File: src/design/lcf_pkg.sv
/*
 * Shared constants for one LIN frame channel: register indices, field
 * positions, reset values, frame timing limits and the sequencer states.
 * Assumes a 20 MHz system clock and a byte-wide register port.
 */
`default_nettype none

package lcf_pkg;
    localparam int CLK_HZ = 20_000_000;
    localparam int AW = 3;
    localparam int DW = 8;

    // Register indices on the plain port
    localparam logic [2:0] OFS_MODE = 3'h0;
    localparam logic [2:0] OFS_BREAK = 3'h1;
    localparam logic [2:0] OFS_RFC = 3'h2;
    localparam logic [2:0] OFS_STATUS = 3'h3;
    localparam logic [2:0] OFS_CTRL = 3'h4;
    localparam logic [2:0] OFS_SUMMARY = 3'h5;
    localparam logic [2:0] OFS_BUF_IDX = 3'h6;
    localparam logic [2:0] OFS_BUF_DATA = 3'h7;

    // Status and interrupt enable layout (same bit per source)
    localparam int ST_DONE = 0;
    localparam int ST_ERR = 1;
    localparam int ST_CSUM = 2;
    localparam int ST_LOW = 3;
    localparam int NFLAG = 4;
    localparam int MODE_LOW_EN = 4;
    localparam int RFC_DIR = 4;
    localparam int CTRL_START = 0;
    localparam int CTRL_BREAK = 1;
    localparam logic [4:0] MODE_RST = 5'h00;
    localparam logic [5:0] BREAK_RST = 6'h00;
    localparam logic [4:0] RFC_RST = 5'h01;

    // Frame timing in bit times
    localparam logic [4:0] BRK_MIN_BITS = 5'h0D;
    localparam logic [4:0] DLM_MIN_BITS = 5'h01;
    localparam logic [4:0] IBS_BITS = 5'h01;
    localparam logic [4:0] LAST_FRAME_BIT = 5'h09;
    localparam logic [3:0] MAX_BYTES = 4'h8;
    localparam int BAUD_BPS = 19_200;

    typedef enum logic [2:0] {
        S_IDLE = 3'b000,
        S_BREAK = 3'b001,
        S_DELIM = 3'b010,
        S_TXB = 3'b011,
        S_IBS = 3'b100,
        S_RXB = 3'b101
    } lcf_state_e;
endpackage : lcf_pkg

`default_nettype wire

File: src/design/lcf_buf.sv
/*
 * Small response data buffer: one write port, two read ports whose data
 * come out of registers one cycle after the address.
 * Assumes the caller arbitrates the single write port.
 */
`default_nettype none

module lcf_buf #(
    parameter int W = 8,
    parameter int D = 8,
    parameter int AW = 3
) (
    input wire logic clk_sys,
    input wire logic resetn,
    input wire logic we,
    input wire logic [AW-1:0] waddr,
    input wire logic [W-1:0] wdata,
    input wire logic [AW-1:0] raddr_a,
    output logic [W-1:0] rdata_a,
    input wire logic [AW-1:0] raddr_b,
    output logic [W-1:0] rdata_b
);
    logic [W-1:0] mem [D];

    if (D > (1 << AW))
    begin : g_chk
        $error("lcf_buf depth exceeds address range");
    end

    // Array itself needs no reset; read registers do
    always_ff @(posedge clk_sys)
    begin
        if (we)
            mem[waddr] <= wdata;
    end

    always_ff @(posedge clk_sys or negedge resetn)
    begin
        if (!resetn)
        begin
            rdata_a <= '0;
            rdata_b <= '0;
        end
        else
        begin
            rdata_a <= mem[raddr_a];
            rdata_b <= mem[raddr_b];
        end
    end
endmodule : lcf_buf

`default_nettype wire

File: src/design/lcf_channel.sv
/*
 * One LIN channel: break and delimiter transmit, byte-wise response
 * transmit and receive with interbyte space and checksum, input low
 * detection, sticky status flags and one aggregated interrupt.
 * Assumes the bus input is synchronous to clk_sys and that the three
 * other channels' low-detect flags arrive on other_low_detect.
 */
// Behaviour
// - Flags cleared only by software writing zero
// - Low-detect summary set blocks new requests
// - Break low length 13 to 28 bits
// - Delimiter high length 1 to 4 bits
// - Transmit bytes plus interbyte space; abort on error
// - Receive on start bit; error skips checksum
// - Low detect on edge or enable while low
// - Flag set with enable raises request
// - Shared line: no new request while pending
// - Summary bits read each channel's low-detect flag
`default_nettype none

module lcf_channel
    import lcf_pkg::*;
#(
    parameter int BIT_CLKS = CLK_HZ / BAUD_BPS,
    parameter int NBUF = 8
) (
    input wire logic clk_sys,
    input wire logic resetn,
    input wire logic [lcf_pkg::AW-1:0] reg_addr,
    input wire logic [lcf_pkg::DW-1:0] reg_wdata,
    input wire logic reg_wr,
    input wire logic reg_rd,
    output logic [lcf_pkg::DW-1:0] reg_rdata,
    input wire logic bus_input_pin,
    output logic bus_output_pin,
    input wire logic [2:0] other_low_detect,
    output logic low_detect_flag,
    output logic irq
);
    import lcf_pkg::*;

    localparam int CW = $clog2(BIT_CLKS + 1);
    localparam logic [CW-1:0] TICK_AT = CW'(BIT_CLKS - 1);
    localparam logic [CW-1:0] MID_AT = CW'(BIT_CLKS / 2);

    if (BIT_CLKS < 4 || NBUF != int'(MAX_BYTES))
    begin : g_chk
        $error("lcf_channel: unsupported BIT_CLKS or NBUF");
    end

    function automatic logic [3:0] nbytes(input logic [3:0] f);
        if (f == 4'h0)
            return 4'h1;
        else if (f > MAX_BYTES)
            return MAX_BYTES;
        else
            return f;
    endfunction : nbytes

    // Sum with end-around carry
    function automatic logic [7:0] csum_add(input logic [7:0] s, input logic [7:0] b);
        logic [8:0] t;
        t = {1'b0, s} + {1'b0, b};
        return t[7:0] + {7'h00, t[8]};
    endfunction : csum_add

    logic [4:0] mode_q;
    logic [5:0] brk_q;
    logic [4:0] rfc_q;
    logic [NFLAG-1:0] st_q;
    logic low_req_q;
    logic [2:0] idx_q;
    logic [7:0] rdat_q;
    logic sel_mem_q;
    lcf_state_e state_q;
    logic [CW-1:0] cyc_q;
    logic [4:0] bit_q;
    logic [3:0] byte_q;
    logic [9:0] sh_q;
    logic [7:0] sum_q;
    logic in_byte_q;
    logic [2:0] ev_q;
    logic rx_prev_q;
    logic low_en_prev_q;
    logic irq_q;
    logic tx_q;
    logic [7:0] mem_a;
    logic [7:0] mem_b;

    logic bit_tick;
    logic mid;
    logic [3:0] n;
    logic [4:0] brk_bits;
    logic [4:0] dlm_bits;
    logic [7:0] tx_byte;
    logic start;
    logic rx_store;
    logic buf_wr;
    logic low_set;
    logic [NFLAG-1:0] st_set;

    assign bit_tick = (cyc_q == TICK_AT);
    assign mid = (cyc_q == MID_AT);
    assign n = nbytes(rfc_q[3:0]);
    assign brk_bits = BRK_MIN_BITS + {1'b0, brk_q[3:0]};
    assign dlm_bits = DLM_MIN_BITS + {3'h0, brk_q[5:4]};
    assign tx_byte = (byte_q == n) ? ~sum_q : mem_b;
    assign start = reg_wr && reg_addr == OFS_CTRL && reg_wdata[CTRL_START] && state_q == S_IDLE;
    assign rx_store = state_q == S_RXB && in_byte_q && mid && bit_q == LAST_FRAME_BIT
        && bus_input_pin && byte_q < n;
    assign buf_wr = reg_wr && reg_addr == OFS_BUF_DATA && state_q == S_IDLE;
    // Edge while enabled, or enable rising while already low
    assign low_set = mode_q[MODE_LOW_EN] && !bus_input_pin && (rx_prev_q || !low_en_prev_q);
    assign st_set = {low_set, ev_q};

    lcf_buf #(.W(8), .D(NBUF), .AW(3)) u_buf (
        .clk_sys(clk_sys),
        .resetn(resetn),
        .we(rx_store || buf_wr),
        .waddr(rx_store ? byte_q[2:0] : idx_q),
        .wdata(rx_store ? sh_q[7:0] : reg_wdata),
        .raddr_a(idx_q),
        .rdata_a(mem_a),
        .raddr_b(byte_q[2:0]),
        .rdata_b(mem_b)
    );

    // Configuration registers and buffer index
    always_ff @(posedge clk_sys or negedge resetn)
    begin
        if (!resetn)
        begin
            mode_q <= MODE_RST;
            brk_q <= BREAK_RST;
            rfc_q <= RFC_RST;
            idx_q <= '0;
        end
        else if (reg_wr && reg_addr == OFS_MODE)
            mode_q <= reg_wdata[4:0];
        else if (reg_wr && reg_addr == OFS_BREAK)
            brk_q <= reg_wdata[5:0];
        else if (reg_wr && reg_addr == OFS_RFC)
            rfc_q <= reg_wdata[4:0];
        else if (reg_wr && reg_addr == OFS_BUF_IDX)
            idx_q <= reg_wdata[2:0];
        else if ((reg_wr || reg_rd) && reg_addr == OFS_BUF_DATA)
            idx_q <= idx_q + 3'h1;
    end

    // Sticky flags: write 0 clears, write 1 keeps, hardware set wins
    always_ff @(posedge clk_sys or negedge resetn)
    begin
        if (!resetn)
            st_q <= '0;
        else if (reg_wr && reg_addr == OFS_STATUS)
            st_q <= (st_q & reg_wdata[NFLAG-1:0]) | st_set;
        else
            st_q <= st_q | st_set;
    end

    // Low-detect request only opens while no channel shows low detect
    always_ff @(posedge clk_sys or negedge resetn)
    begin
        if (!resetn)
            low_req_q <= 1'b0;
        else if (low_set && other_low_detect == 3'h0 && !st_q[ST_LOW])
            low_req_q <= 1'b1;
        else if (!st_q[ST_LOW])
            low_req_q <= 1'b0;
    end

    // One shared level: a second source cannot make a fresh edge
    always_ff @(posedge clk_sys or negedge resetn)
    begin
        if (!resetn)
            irq_q <= 1'b0;
        else
            irq_q <= (|(st_q[2:0] & mode_q[2:0])) || (low_req_q && st_q[ST_LOW] && mode_q[ST_LOW]);
    end

    always_ff @(posedge clk_sys or negedge resetn)
    begin
        if (!resetn)
        begin
            rx_prev_q <= 1'b1;
            low_en_prev_q <= 1'b0;
        end
        else
        begin
            rx_prev_q <= bus_input_pin;
            low_en_prev_q <= mode_q[MODE_LOW_EN];
        end
    end

    // Read port: data stand in the cycle after the strobe
    always_ff @(posedge clk_sys or negedge resetn)
    begin
        if (!resetn)
        begin
            rdat_q <= '0;
            sel_mem_q <= 1'b0;
        end
        else
        begin
            sel_mem_q <= reg_rd && reg_addr == OFS_BUF_DATA;
            if (!reg_rd)
                rdat_q <= '0;
            else if (reg_addr == OFS_MODE)
                rdat_q <= {3'h0, mode_q};
            else if (reg_addr == OFS_BREAK)
                rdat_q <= {2'h0, brk_q};
            else if (reg_addr == OFS_RFC)
                rdat_q <= {3'h0, rfc_q};
            else if (reg_addr == OFS_STATUS)
                rdat_q <= {4'h0, st_q};
            else if (reg_addr == OFS_CTRL)
                rdat_q <= {7'h00, state_q != S_IDLE};
            else if (reg_addr == OFS_SUMMARY)
                rdat_q <= {4'h0, other_low_detect, st_q[ST_LOW]};
            else if (reg_addr == OFS_BUF_IDX)
                rdat_q <= {5'h00, idx_q};
            else
                rdat_q <= '0;
        end
    end

    // Frame sequencer
    always_ff @(posedge clk_sys or negedge resetn)
    begin
        if (!resetn)
        begin
            state_q <= S_IDLE;
            cyc_q <= '0;
            bit_q <= '0;
            byte_q <= '0;
            sh_q <= '1;
            sum_q <= '0;
            tx_q <= 1'b1;
            in_byte_q <= 1'b0;
            ev_q <= '0;
        end
        else
        begin
            ev_q <= '0;
            cyc_q <= bit_tick ? '0 : cyc_q + 1'b1;
            case (state_q)
                S_IDLE:
                begin
                    tx_q <= 1'b1;
                    cyc_q <= '0;
                    bit_q <= '0;
                    byte_q <= '0;
                    sum_q <= '0;
                    in_byte_q <= 1'b0;
                    if (start && !rfc_q[RFC_DIR])
                        state_q <= S_RXB;
                    else if (start && reg_wdata[CTRL_BREAK])
                    begin
                        // Line drops at the start edge so the low lasts the full count
                        tx_q <= 1'b0;
                        state_q <= S_BREAK;
                    end
                    else if (start)
                        state_q <= S_IBS;
                end
                S_BREAK:
                begin
                    tx_q <= 1'b0;
                    if (bit_tick && bit_q == brk_bits - 5'h01)
                    begin
                        bit_q <= '0;
                        tx_q <= 1'b1;
                        state_q <= S_DELIM;
                    end
                    else if (bit_tick)
                        bit_q <= bit_q + 5'h01;
                end
                S_DELIM, S_IBS:
                begin
                    if (state_q == S_IBS && bit_tick && bit_q == IBS_BITS - 5'h01 && byte_q > n)
                    begin
                        ev_q[ST_DONE] <= 1'b1;
                        state_q <= S_IDLE;
                    end
                    else if (bit_tick && bit_q == (state_q == S_DELIM ? dlm_bits : IBS_BITS) - 5'h01)
                    begin
                        bit_q <= '0;
                        tx_q <= 1'b0;
                        sh_q <= {1'b1, tx_byte, 1'b0};
                        if (byte_q < n)
                            sum_q <= csum_add(sum_q, tx_byte);
                        state_q <= S_TXB;
                    end
                    else if (bit_tick)
                        bit_q <= bit_q + 5'h01;
                end
                S_TXB:
                begin
                    if (mid && bus_input_pin != tx_q)
                    begin
                        ev_q[ST_ERR] <= 1'b1;
                        state_q <= S_IDLE;
                    end
                    else if (bit_tick && bit_q == LAST_FRAME_BIT)
                    begin
                        bit_q <= '0;
                        tx_q <= 1'b1;
                        byte_q <= byte_q + 4'h1;
                        state_q <= S_IBS;
                    end
                    else if (bit_tick)
                    begin
                        sh_q <= {1'b1, sh_q[9:1]};
                        tx_q <= sh_q[1];
                        bit_q <= bit_q + 5'h01;
                    end
                end
                S_RXB:
                begin
                    tx_q <= 1'b1;
                    if (!in_byte_q)
                    begin
                        cyc_q <= '0;
                        bit_q <= '0;
                        if (rx_prev_q && !bus_input_pin)
                            in_byte_q <= 1'b1;
                    end
                    else if (mid && (bit_q == 5'h00 ? bus_input_pin : (bit_q == LAST_FRAME_BIT && !bus_input_pin)))
                    begin
                        ev_q[ST_ERR] <= 1'b1;
                        state_q <= S_IDLE;
                    end
                    else if (mid && bit_q == LAST_FRAME_BIT)
                    begin
                        in_byte_q <= 1'b0;
                        byte_q <= byte_q + 4'h1;
                        if (byte_q < n)
                            sum_q <= csum_add(sum_q, sh_q[7:0]);
                        else
                        begin
                            ev_q[ST_CSUM] <= sh_q[7:0] != ~sum_q;
                            ev_q[ST_DONE] <= 1'b1;
                            state_q <= S_IDLE;
                        end
                    end
                    else if (mid && bit_q != 5'h00)
                        sh_q <= {sh_q[9:8], bus_input_pin, sh_q[7:1]};
                    else if (bit_tick)
                        bit_q <= bit_q + 5'h01;
                end
                default:
                    state_q <= S_IDLE;
            endcase
        end
    end

    assign bus_output_pin = tx_q;
    assign low_detect_flag = st_q[ST_LOW];
    assign irq = irq_q;
    // Buffer data come from the buffer's own output register
    assign reg_rdata = sel_mem_q ? mem_a : rdat_q;

    // Cycles spent in the current sequencer state
    int unsigned len_q;
    lcf_state_e prev_q;
    always_ff @(posedge clk_sys or negedge resetn)
    begin
        if (!resetn)
        begin
            len_q <= 0;
            prev_q <= S_IDLE;
        end
        else
        begin
            prev_q <= state_q;
            len_q <= (prev_q != state_q) ? 1 : len_q + 1;
        end
    end
endmodule : lcf_channel

`default_nettype wire

File: config.mk
export PLATFORM = sky130hd
export DESIGN_NAME = lcf_channel
export DESIGN_NICKNAME = d
export VERILOG_FILES = /design/src/design/lcf_pkg.sv /design/src/design/lcf_buf.sv /design/src/design/lcf_channel.sv
export SDC_FILE = /design/constraint.sdc
export NUM_CORES = 1
export LEC_CHECK = 0
export BUFFER_PORTS_ARGS = -buffer_cell sky130_fd_sc_hd__buf_4
export CAP_MARGIN = 40
export CORE_MARGIN = 4
export CORE_UTILIZATION = 50
export CTS_CLUSTER_DIAMETER = 150
export DETAILED_ROUTE_END_ITERATION = 10
export MAX_ROUTING_LAYER = met4
export PLACE_DENSITY = 0.66
export SYNTH_ARGS = -nofsm -noshare
export SYNTH_HDL_FRONTEND = slang
export SYNTH_SLANG_ARGS = --single-unit
File: constraint.sdc
create_clock -name clk_sys -period 6.5 [get_ports clk_sys]
set_input_delay 0.65 -clock clk_sys [delete_from_list [all_inputs] [get_ports clk_sys]]
set_output_delay 0.65 -clock clk_sys [all_outputs]
set_load 0.01 [all_outputs]
## Yosys cells after proc, flatten, opt, wreduce, memory -nomap -nowiden

Memories as Yosys holds them, arrays and structs flattened. A register that Yosys moved wholly into a read port is not among the register bits.
Index checks and enable logic that the tools add are counted.

| cells by class | value |
|---|---|
| muxes and demuxes | 101 |
| reductions and logical operators | 73 |
| bitwise operators | 9 |
| equal/unequal tests | 44 |
| magnitude comparators | 3 |
| $add $sub $neg | 12 |

Operator list:

| operator | number |
|---|---|
| 8-bit 2-to-1 mux | 14 |
| 5-bit 2-to-1 mux | 11 |
| 3-bit 2-to-1 mux | 18 |
| 10-bit 2-to-1 mux | 5 |
| 4-bit 2-to-1 mux | 11 |
| 1-bit logical AND | 37 |
| 10-bit one-hot mux with 3 select lines | 1 |
| 1-bit 2-to-1 mux | 27 |
| 5-bit one-hot mux with 5 select lines | 1 |
| 8-bit one-hot mux with 3 select lines | 1 |
| 11-bit 2-to-1 mux | 2 |
| 2-bit != test, second input constant | 11 |
| 11-bit one-hot mux with 2 select lines | 1 |
| 8-bit by 8-bit adder with 9-bit output | 2 |
| 3-bit == test, second input constant | 6 |
| 6-bit 2-to-1 mux | 3 |
| 3-bit != test, second input constant | 6 |
| 8-bit by 1-bit adder with 8-bit output | 2 |
| 3-bit one-hot mux with 5 select lines | 1 |
| 7-bit AND reduction | 2 |
| 3-bit by 2-bit == test with 1-bit output, second input constant | 4 |
| 4-bit one-hot mux with 3 select lines | 1 |
| 6-bit AND reduction | 2 |
| 3-bit nonzero test | 4 |
| 45 further kinds | 69 |

| word-level totals | value |
|---|---|
| word-level logic and storage cells | 264 |
| output and inout port bits | 11 |
| RAM bits | 64 |
| bits of input ports | 19 |
| register bits | 82 |
| memories | 1 |

Memories:

| name | words | width | rd ports | clocked after memory_dff | write ports | RTL line | text |
|---|---|---|---|---|---|---|---|
| u_buf.mem | 8 | 8 | 2 | 2 | 1 | lcf_buf.sv:23 | `logic [W-1:0] mem [D];` |

## Logic depth before layout (Yosys ltp)

Gate-level depths: netlist of run 1.

| depth | value |
|---|---|
| word-level depth | 11 |
| gate-level depth with buffers | 24 |
| gate-level depth less buffers | 23 |

## By module

A second synthesis of run 1 with hierarchy kept.

| unflattened totals | value |
|---|---|
| cell total of the unflattened synthesis | 799 |
| area total of the unflattened synthesis | 9336.5 µm² |

By module, submodules not included:

| module | seq. area each (µm²) | area each (µm²) | cells each | instances |
|---|---|---|---|---|
| lcf_channel | 2018.2 | 5858.1 | 648 | 1 |
| lcf_buf | 2322.2 | 3478.3 | 151 | 1 |

## Least setup slack after synthesis of run 1

No wires, ideal clock.

| timing | value |
|---|---|
| path type | reg-to-reg |
| from | register byte_q[0] |
| to | register sum_q[7] |
| required time | 6375 ps |
| library setup time | 125 ps |
| period minus slack after synthesis | 4309 ps |
| data arrival time | 4184 ps |
| cell stages (with the launch flop) | 22 |
| setup slack | 2191 ps |
| buffers on the path | 2 |
| cells stage by stage | dfrtp_1 > buf_1 > inv_1 > ha_1 > nand4_1 > clkbuf_1 > o21ai_0 > ha_1 > inv_1 > fa_1 > nand2b_1 > a21oi_1 > nor3_1 > nor2_1 > o21ai_0 > nand2b_1 > ha_1 > nand3_1 > nor4_1 > xnor2_1 > o22ai_1 > mux2_2 |

| on the way | value |
|---|---|
| longest elaborated chain between the ends | 8 |
| elaborated cells on any way between the ends | 15 |
| those cells by class | add/sub (2); order compare (2); eq/ne (4); mux (5); reduce/logical (2) |

Ends and longest elaborated chain:

| what | RTL line | text |
|---|---|---|
| start, declared | lcf_channel.sv:78 | `logic [3:0] byte_q;` |
| start signal, assigned | lcf_channel.sv:308 | `byte_q <= byte_q + 4'h1;` |
| start signal, assigned | lcf_channel.sv:336 | `byte_q <= byte_q + 4'h1;` |
| 4-bit == test | lcf_channel.sv:107 | `assign tx_byte = (byte_q == n) ? ~sum_q : mem_b;` |
| 8-bit 2-to-1 mux | lcf_channel.sv:107 |  |
| 8-bit by 8-bit adder with 9-bit output | lcf_channel.sv:63 | `t = {1'b0, s} + {1'b0, b};` |
| 8-bit by 1-bit adder with 8-bit output | lcf_channel.sv:64 | `return t[7:0] + {7'h00, t[8]};` |
| 8-bit 2-to-1 mux | lcf_channel.sv:290 | `if (byte_q < n)` |
| 8-bit 2-to-1 mux | lcf_channel.sv:285 | `else if (bit_tick && bit_q == (state_q == S_DELIM ? dlm_bits : IBS_BITS) - 5'h01)` |
| 8-bit 2-to-1 mux | lcf_channel.sv:280 | `if (state_q == S_IBS && bit_tick && bit_q == IBS_BITS - 5'h01 && byte_q > n)` |
| 8-bit one-hot mux with 3 select lines | lcf_channel.sv:246 | `case (state_q)` |
| end signal, assigned | lcf_channel.sv:291 | `sum_q <= csum_add(sum_q, tx_byte);` |
| end signal, assigned | lcf_channel.sv:338 | `sum_q <= csum_add(sum_q, sh_q[7:0]);` |
| end, declared | lcf_channel.sv:80 | `logic [7:0] sum_q;` |

Several ways; a longest one is shown, not always the timed one. The select of a mux whose other input is x is not followed.
A chain may end at the register's enable or synchronous reset.

## Worst setup path after layout of run 1

| timing | value |
|---|---|
| from | register byte_q[2] |
| to | register sum_q[7] |

The elaborated chain is that of the path after synthesis.

==> results_dict.tcl, run 1 <==
set metrics [dict create \
    fin_cells 1046 \
    holdCritPathClass "input pin to asynchronous set/reset pin" \
    status "finished, final reports clean" \
    io_pins 30 \
    preCtsSetupSlack_ns 1.76 \
    grt_antenna_before_repair 1 \
    diodes 0 \
    htree_levels 4 \
    fill_cells 1427 \
    worst_slew_pin_slew_ns 0.871 \
    synthTopCellsByArea "dfrtp_1 (23%), edfxtp_1 (21%), mux4_2 (8.0%), mux2_2 (6.0%), ha_1 (4.7%)" \
    placedCellCount 1014 \
    areaGrowthSynthToFinish_pct 11.9 \
    dr.pass1.iters 6 \
    fin_nets 863 \
    crit_path_max_fanout 17 \
    wire_per_inst_um 21.1 \
    syn_nets 832 \
    clock_sinks 160 \
    grt_pass1_wl_um 35700 \
    yosysUniqueCellTypes 69 \
    leakage_nw 3.99 \
    cp.required_ns 6.81 \
    min_period_ns 4.81 \
    numCtsBuffers 17 \
    setup_viol 0 \
    track_usage_pct 23.5 \
    initial_utilization_pct 51.5 \
    finClkSkew_ns 0.00828 \
    yosysWarningCount 0 \
    die_x_um 142 \
    drive_above_1_share_pct 21.8 \
    place_area_sq_um 9480 \
    dpl.hpwl_um 15900 \
    grt-ovfl-total 0 \
    grt_start_max_net_pins 67 \
    endpoint "sum_q[7]" \
    synthArstFlopShare_pct 60.0 \
    fin_setup_tns_ns 0 \
    rows 48 \
    worstReg2RegEnd "sum_q[7]" \
    die_area_sq_um 20100 \
    cap_violations 0 \
    setup_ws_ns 1.69 \
    drtAntennaViolNets 0 \
    via_per_inst 6.15 \
    io_buffer_count 29 \
    core_area_sq_um 17400 \
    drc 0 \
    drt_iter0_drc 688 \
    root_buffer "clkbuf_16" \
    post_cts_resized 0 \
    worstSetupStartpoint "byte_q[2]" \
    postCtsSetupBuffers 0 \
    yosysTopAreaCell "dfrtp_1" \
    slew_viol_final 0 \
    cts_tree "done" \
    seq_area_frac_synth_pct 48.4 \
    vias 6433 \
    worst-r2r-setup-slack_ns 1.69 \
    syn_area_sq_um 8960 \
    clkTransAtPathRegs_ns 0.06 \
    arrival_ns 5.12 \
    peakVddDrop_uv 217 \
    avgSynthCellArea_sq_um 11.5 \
    insertion_delay_ns 0.43 \
    grt_pass1_vias 6545 \
    worstSetupPathType "register to register" \
    wl_um 22100 \
    synth_edf_count 64 \
    postLayoutCellArea_sq_um 10000 \
    synthCells 777 \
    cp-start-kind "register" \
    die_h_um 142 \
    ys_ff_latch 160 \
    yosysTopAreaCellShare_pct 23.2 \
    endpoint_kind "register" \
    powerDensity_nw_per_um2 395 \
    slew_headroom_pct 41.5 \
    synthFlopType "dfrtp_1" \
    final_cell_mix "dfrtp_1 (83), nor2_1 (68), edfxtp_1 (64), o21ai_0 (59), nand2_1 (50)" \
    rsz0062_at_grt "false" \
    reg2reg_depth 18 \
    final_hold_viol_count 0 \
    reg2reg_from "byte_q[2]" \
    gp_congestion 0.924 \
    max_freq_mhz 208 \
    fin_crit_sh_pct 74.0 \
    hold_buffers 0 \
    final_common_cell "dfrtp_1" \
    utilization_pct 57.6 \
    cts_buffer_depth 2 \
]
## through the flow
step,hold slack [ns],total power (W)
3_3_place_gp,0.429,0.00297
4_1_cts,0.0704,0.00398
5_1_grt,0.0947,0.00421
6_report,0.0771,0.00397
3_5_place_dp,0.436,0.00303
2_1_floorplan,0.354,0.00258
## flip-flops by register name, indices dropped and copies added, names as in the netlist, 3 cells and up
name and flops:
cyc_q 11, rfc_q 5, u_buf.mem 64, rdat_q 6, u_buf.rdata_a 8, state_q 3
idx_q 3, sum_q 8, st_q 4, u_buf.rdata_b 8, sh_q 10, ev_q 3
byte_q 4, brk_q 6, bit_q 5, mode_q 5
## synthesized netlist by cell type, types with 7 or more instances
cell,count
xnor2_1,20
nor2_1,68
nor3_1,9
a21oi_1,27
xor2_1,17
mux4_2,32
edfxtp_1,64
o21ai_0,59
nand4_1,8
or3_1,7
and2_1,7
nand2b_1,15
nand2_1,50
clkbuf_1,21
mux2i_1,18
dfstp_2,13
o22ai_1,7
inv_1,31
nand3_1,23
ha_1,34
dfrtp_1,83
mux2_2,48
## layer usage
metal / GRT usage [%] / vias up / wire length [um]
met4: 6.16 / 0 / 352
li1: - / 2955 / -
met3: 4.18 / 39 / 1230
met5: - / - / 0
met2: 36.9 / 227 / 10700
met1: 32.1 / 3212 / 9800
## power by group
group | internal [W] | switching [W] | total, W
Combinational | 0.000724 | 0.000890 | 0.00161
Clock | 0.000525 | 0.000413 | 0.000938
Sequential | 0.00123 | 0.000185 | 0.00141
Total | 0.00248 | 0.00149 | 0.00397
## cells by family after synthesis
kind of cell	after synthesis	share of synthesized area, %
fa+ha+maj	37	5.31
xor+xnor	37	3.62
compound gates	149	10.3
flops	160	48.4
buf+inv	61	2.67
mux	100	16.4
simple gates	233	13.3
## worst max-delay path, cell delays in order (launching register included)
cell	delay, ns
dfrtp_1	0.60
ha_1	0.43
nand4_1	0.54
o21ai_0	0.47
ha_1	0.22
inv_1	0.05
fa_1	0.41
nand2b_1	0.17
a21oi_1	0.24
nor3_1	0.10
nor2_1	0.11
o21ai_0	0.08
nand2b_1	0.08
ha_1	0.18
nand3_1	0.13
nor4_1	0.36
xnor2_1	0.16
o22ai_1	0.08
mux2_2	0.27
## area by class of cell
| cell class | count | area, sq um | area share (%) |
|---|---|---|---|
| multi-input cells | 556 | 4380 | 43.7 |
| flip-flops and latches | 160 | 4340 | 43.3 |
| clock buffers | 18 | 429 | 4.28 |
| repair buffers | 42 | 363 | 3.62 |
| well taps | 225 | 282 | 2.81 |
| clock inverters | 14 | 116 | 1.16 |
| inverters | 31 | 116 | 1.16 |
## worst min-delay path by stage
stage,start,endpoint,slack [ns],depth (start not counted)
after floorplan,resetn,bit_q[0],0.35,0
after global placement,ev_q[2],st_q[2],0.43,1
after detailed placement,ev_q[0],st_q[0],0.44,1
after CTS,resetn,rdat_q[3],0.07,1
after global routing,resetn,rdat_q[3],0.09,1
final,resetn,rdat_q[4],0.08,1
Note: power is estimated with default switching activity, not from simulation.
==> inputs of run 2 (changes only) <==
Clock period 6.5 ns to 4.8 ns, I/O delays scaled along.
==> results_dict.tcl, run 2 (synthesis gave the netlist of run 1 again) <==
set metrics [dict create \
    cp-start-kind "register" \
    rsz0062_at_grt "false" \
    fill_cells 1440 \
    grt_start_max_net_pins 64 \
    fin_setup_tns_ns 0 \
    reg2reg_depth 18 \
    cts_tree "done" \
    vias 6384 \
    powerDensity_nw_per_um2 538 \
    holdCritPathClass "input pin to asynchronous set/reset pin" \
    insertion_delay_ns 0.43 \
    post_cts_resized 0 \
    io_pins 30 \
    utilization_pct 57.6 \
    track_usage_pct 23.2 \
    arrival_ns 4.62 \
    htree_levels 4 \
    io_buffer_count 29 \
    drtAntennaViolNets 0 \
    status "finished, final reports clean" \
    fin_nets 863 \
    dpl.hpwl_um 15800 \
    top_register "u_buf.mem" \
    worst-r2r-setup-slack_ns 0.49 \
    drc 0 \
    cp.required_ns 5.10 \
    finClkSkew_ns 0.0128 \
    die_area_sq_um 20100 \
    grt-ovfl-total 0 \
    worst_slew_pin_slew_ns 0.972 \
    slew_headroom_pct 34.7 \
    endpoint "sum_q[7]" \
    grt_pass1_wl_um 35400 \
    slew_viol_final 0 \
    final_cell_mix "dfrtp_1 (83), nor2_1 (68), edfxtp_1 (64), o21ai_0 (59), nand2_1 (50)" \
    min_period_ns 4.31 \
    reg.largest.list "u_buf.mem x64, cyc_q x11, sh_q x10" \
    cts_buffer_depth 2 \
    die_h_um 142 \
    final_hold_viol_count 0 \
    rows 48 \
    clock_sinks 160 \
    wl_um 21700 \
    final_common_cell "dfrtp_1" \
    peakVddDrop_uv 330 \
    max_freq_mhz 232 \
    dr.pass1.iters 5 \
    postCtsSetupBuffers 0 \
    areaGrowthSynthToFinish_pct 11.9 \
    largest_reg_flops 64 \
    drive_above_1_share_pct 22.4 \
    numCtsBuffers 17 \
    core_area_sq_um 17400 \
    multi_input_area_sq_um 4380 \
    hold_buffers 0 \
    reg2reg_from "byte_q[2]" \
    seqCellArea_sq_um 4340 \
    fin_crit_sh_pct 89.8 \
    grt_pass1_vias 6491 \
    cap_violations 0 \
    placedCellCount 1014 \
    crit_path_max_fanout 13 \
    endpoint_kind "register" \
    worstSetupStartpoint "byte_q[2]" \
    worstReg2RegEnd "sum_q[7]" \
    worstSetupPathType "register to register" \
    setup_viol 0 \
    clkTransAtPathRegs_ns 0.07 \
    die_x_um 142 \
    fin_cells 1048 \
    initial_utilization_pct 51.5 \
    grt_antenna_before_repair 2 \
    via_per_inst 6.09 \
    drt_iter0_drc 708 \
    gp_congestion 0.980 \
    whs_ns 0.141 \
    root_buffer "clkbuf_16" \
    wire_per_inst_um 20.7 \
    leakage_nw 4.00 \
]
-- run 2: cell count changes in the layout (fill, tap and decap cells not counted), sizes merged --
cell      change
bufinv        -1
clkbuf        +1
clkinv        -3
clkinvlp      -2
diode         +2
inv           +5
-- run 2: how the worst min path moves through the flow --
stage | start | endpoint | slack [ns] | cells after the start
final | resetn | irq | 0.14 | 1
after global routing | bus_input_pin | rx_prev_q | 0.19 | 1
after CTS | resetn | irq | 0.17 | 1
after detailed placement | ev_q[2] | st_q[2] | 0.42 | 1
after global placement | ev_q[2] | st_q[2] | 0.43 | 1
after floorplan | resetn | bit_q[0] | 0.18 | 0
-- run 2: layer usage --
metal / GRT usage [%] / share of wire (%)
met5: - / 0
met4: 7.27 / 2.0
met3: 4.72 / 5.0
met2: 34.6 / 47
met1: 32.2 / 46
-- run 2: final cells by class --
class,count,share of cell area (%)
Sequential cell,160,43.3
Clock inverter,13,1.20
Multi-Input combinational cell,556,43.7
Inverter,31,1.16
Antenna cell,2,0.0499
Clock buffer,19,4.42
Tap cell,225,2.81
Timing Repair Buffer,42,3.35
-- run 2: critical path: stages, from the launching register on --
cell and delay (ns):
dfrtp_1 0.60, ha_1 0.44, nand4_1 0.22, o21ai_0 0.29, ha_1 0.21, inv_1 0.05, fa_1 0.42, nand2b_1 0.17
a21oi_1 0.22, nor3_1 0.10, nor2_1 0.10, o21ai_0 0.07, nand2b_1 0.09, ha_1 0.17, nand3_1 0.13, nor4_1 0.38
xnor2_1 0.17, o22ai_1 0.09, mux2_2 0.28
-- run 2: stage by stage --
step | total power (W) | setup slack, ns | cell area (sq um)
after floorplan | 0.00349 | 0.491 | 8960
after global placement | 0.00403 | 0.731 | 9380
after detailed placement | 0.00409 | 0.545 | 9460
after CTS | 0.00541 | 0.540 | 10000
after global routing | 0.00575 | 0.186 | 10000
final | 0.00539 | 0.488 | 10000
-- run 2: power by group --
group / switching, W / internal [W]
Clock: 0.000603 / 0.000698
Combinational: 0.00120 / 0.000979
Sequential: 0.000247 / 0.00166
Total: 0.00205 / 0.00334
==> inputs of run 3 (changes only) <==
Settings changed: CTS_BUF_LIST set to sky130_fd_sc_hd__clkbuf_16.
==> results_dict.tcl, run 3 (synthesis gave the netlist of run 1 again) <==
set metrics [dict create \
    status "finished, final reports clean" \
    drt_iter0_drc 724 \
    die_x_um 142 \
    vias 6433 \
    grt_pass1_vias 6490 \
    reg2reg_depth 18 \
    insertion_delay_ns 0.43 \
    min_period_ns 4.30 \
    crit_top_cell "ha_1" \
    core_area_sq_um 17400 \
    worst-r2r-setup-slack_ns 0.50 \
    io_pins 30 \
    fin_setup_tns_ns 0 \
    switchingPower_w 0.00205 \
    worstSetupStartpoint "byte_q[2]" \
    slowest_delay_ns 0.60 \
    crit_family "adder cells" \
    comb_power_share_pct 40.6 \
    htree_levels 4 \
    cap_violations 0 \
    seq_power_share_pct 35.6 \
    worstReg2RegEnd "sum_q[7]" \
    crit_path_max_fanout 13 \
    wl_um 21600 \
    drc 0 \
    final_cell_mix "dfrtp_1 (83), nor2_1 (68), edfxtp_1 (64), o21ai_0 (59), nand2_1 (50)" \
    numCtsBuffers 17 \
    cp-start-kind "register" \
    final_hold_viol_count 0 \
    grt_antenna_before_repair 2 \
    dpl.hpwl_um 15800 \
    endpoint_kind "register" \
    hold_buffers 0 \
    arrival_ns 4.61 \
    cts_tree "done" \
    grt_pass1_wl_um 35400 \
    max_freq_mhz 232 \
    powerDensity_nw_per_um2 537 \
    reg2reg_from "byte_q[2]" \
    endpoint "sum_q[7]" \
    largest_reg_flops 64 \
    rows 48 \
    reg.largest.list "u_buf.mem x64, cyc_q x11, sh_q x10" \
    peakVddDrop_uv 330 \
    setup_viol 0 \
    final_common_cell "dfrtp_1" \
    wire_per_inst_um 20.6 \
    clock_sinks 160 \
    postCtsSetupBuffers 0 \
    crit_buf_inv 1 \
    fin_crit_sh_pct 89.7 \
    p_clk_share_pct 23.9 \
    worst_slew_pin_slew_ns 0.964 \
    gp_congestion 0.980 \
    cp.depth 18 \
    rsz0062_at_grt "false" \
    die_area_sq_um 20100 \
    fin_nets 863 \
    initial_utilization_pct 51.5 \
    slew_headroom_pct 35.2 \
    post_cts_resized 0 \
    clkTransAtPathRegs_ns 0.07 \
    dr.pass1.iters 5 \
    die_h_um 142 \
    cts_buffer_depth 2 \
    drive_above_1_share_pct 22.3 \
    cp.required_ns 5.10 \
    grt_start_max_net_pins 64 \
    fin_cells 1048 \
    finClkSkew_ns 0.0129 \
    worstSetupPathType "register to register" \
    areaGrowthSynthToFinish_pct 11.7 \
    leakage_nw 4.00 \
    path_cells "ha_1, nand4_1, o21ai_0, ha_1, inv_1, fa_1, nand2b_1, a21oi_1, nor3_1, nor2_1, o21ai_0, nand2b_1, ha_1, nand3_1, nor4_1, xnor2_1, o22ai_1, mux2_2" \
    drtAntennaViolNets 0 \
    holdCritPathClass "input pin to asynchronous set/reset pin" \
    placedCellCount 1014 \
    grt-ovfl-total 0 \
    slowest_stage "dfrtp_1" \
    slew_viol_final 0 \
    io_buffer_count 29 \
    via_per_inst 6.14 \
    sw_frac_of_total_pct 38.2 \
    top_register "u_buf.mem" \
    track_usage_pct 23.2 \
    root_buffer "clkbuf_16" \
    power.internal_w 0.00332 \
]
==> run 3: cell types whose count changed in the layout (fill, tap and decap cells not counted), sizes merged <==
cell    before  now
clkbuf      19   17
clkinv       3    4
inv         39   40
==> run 3: worst register-to-register path, cell delays in order, from the launching register on <==
cell,delay (ns)
dfrtp_1,0.60
ha_1,0.44
nand4_1,0.22
o21ai_0,0.29
ha_1,0.21
inv_1,0.05
fa_1,0.42
nand2b_1,0.17
a21oi_1,0.22
nor3_1,0.10
nor2_1,0.10
o21ai_0,0.07
nand2b_1,0.09
ha_1,0.17
nand3_1,0.13
nor4_1,0.38
xnor2_1,0.17
o22ai_1,0.09
mux2_2,0.28
==> run 3: layout make-up <==
| cell class | count | area [sq um] |
|---|---|---|
| Fill cell | 1443 | 7400 |
| Multi-Input combinational cell | 556 | 4380 |
| Sequential cell | 160 | 4340 |
| Clock buffer | 17 | 425 |
| Timing Repair Buffer | 42 | 335 |
| Tap cell | 225 | 282 |
| Clock inverter | 15 | 128 |
| Inverter | 31 | 116 |
| Antenna cell | 2 | 5.00 |
==> run 3: through the flow <==
step | power, W | hold WS [ns] | area (sq um) | util, % | worst slack, ns
3_3_place_gp | 0.00403 | 0.428 | 9380 | 53.9 | 0.731
5_1_grt | 0.00573 | 0.190 | 10000 | 57.5 | 0.186
6_report | 0.00537 | 0.141 | 10000 | 57.5 | 0.496
4_1_cts | 0.00539 | 0.168 | 10000 | 57.5 | 0.540
3_5_place_dp | 0.00409 | 0.417 | 9460 | 54.3 | 0.545
2_1_floorplan | 0.00349 | 0.184 | 8960 | - | 0.491
==> run 3: power by group through the flow <==
stage          registers (W)  clock network, W  logic [W]
6_report             0.00191           0.00128    0.00218
5_1_grt              0.00193           0.00137    0.00242
4_1_cts              0.00191           0.00131    0.00218
3_5_place_dp         0.00193                 0    0.00216
3_3_place_gp         0.00196                 0    0.00207
2_1_floorplan        0.00180                 0    0.00169
==> run 3: worst min-delay path by stage <==
stage	end
2_1_floorplan	bit_q[0]
3_3_place_gp	st_q[2]
3_5_place_dp	st_q[2]
4_1_cts	irq
5_1_grt	rx_prev_q
6_report	irq
==> run 3: per-layer routing <==
metal  wire length [um]  GRT usage (%)  share of wire [%]  vias up
met5                  0              -                  0        -
met4                481           7.27                2.2        0
met3               1090           4.72                5.0       42
met2              10100           34.6                 47      212
met1               9900           32.2                 46     3218
li1                   -              -                  -     2961
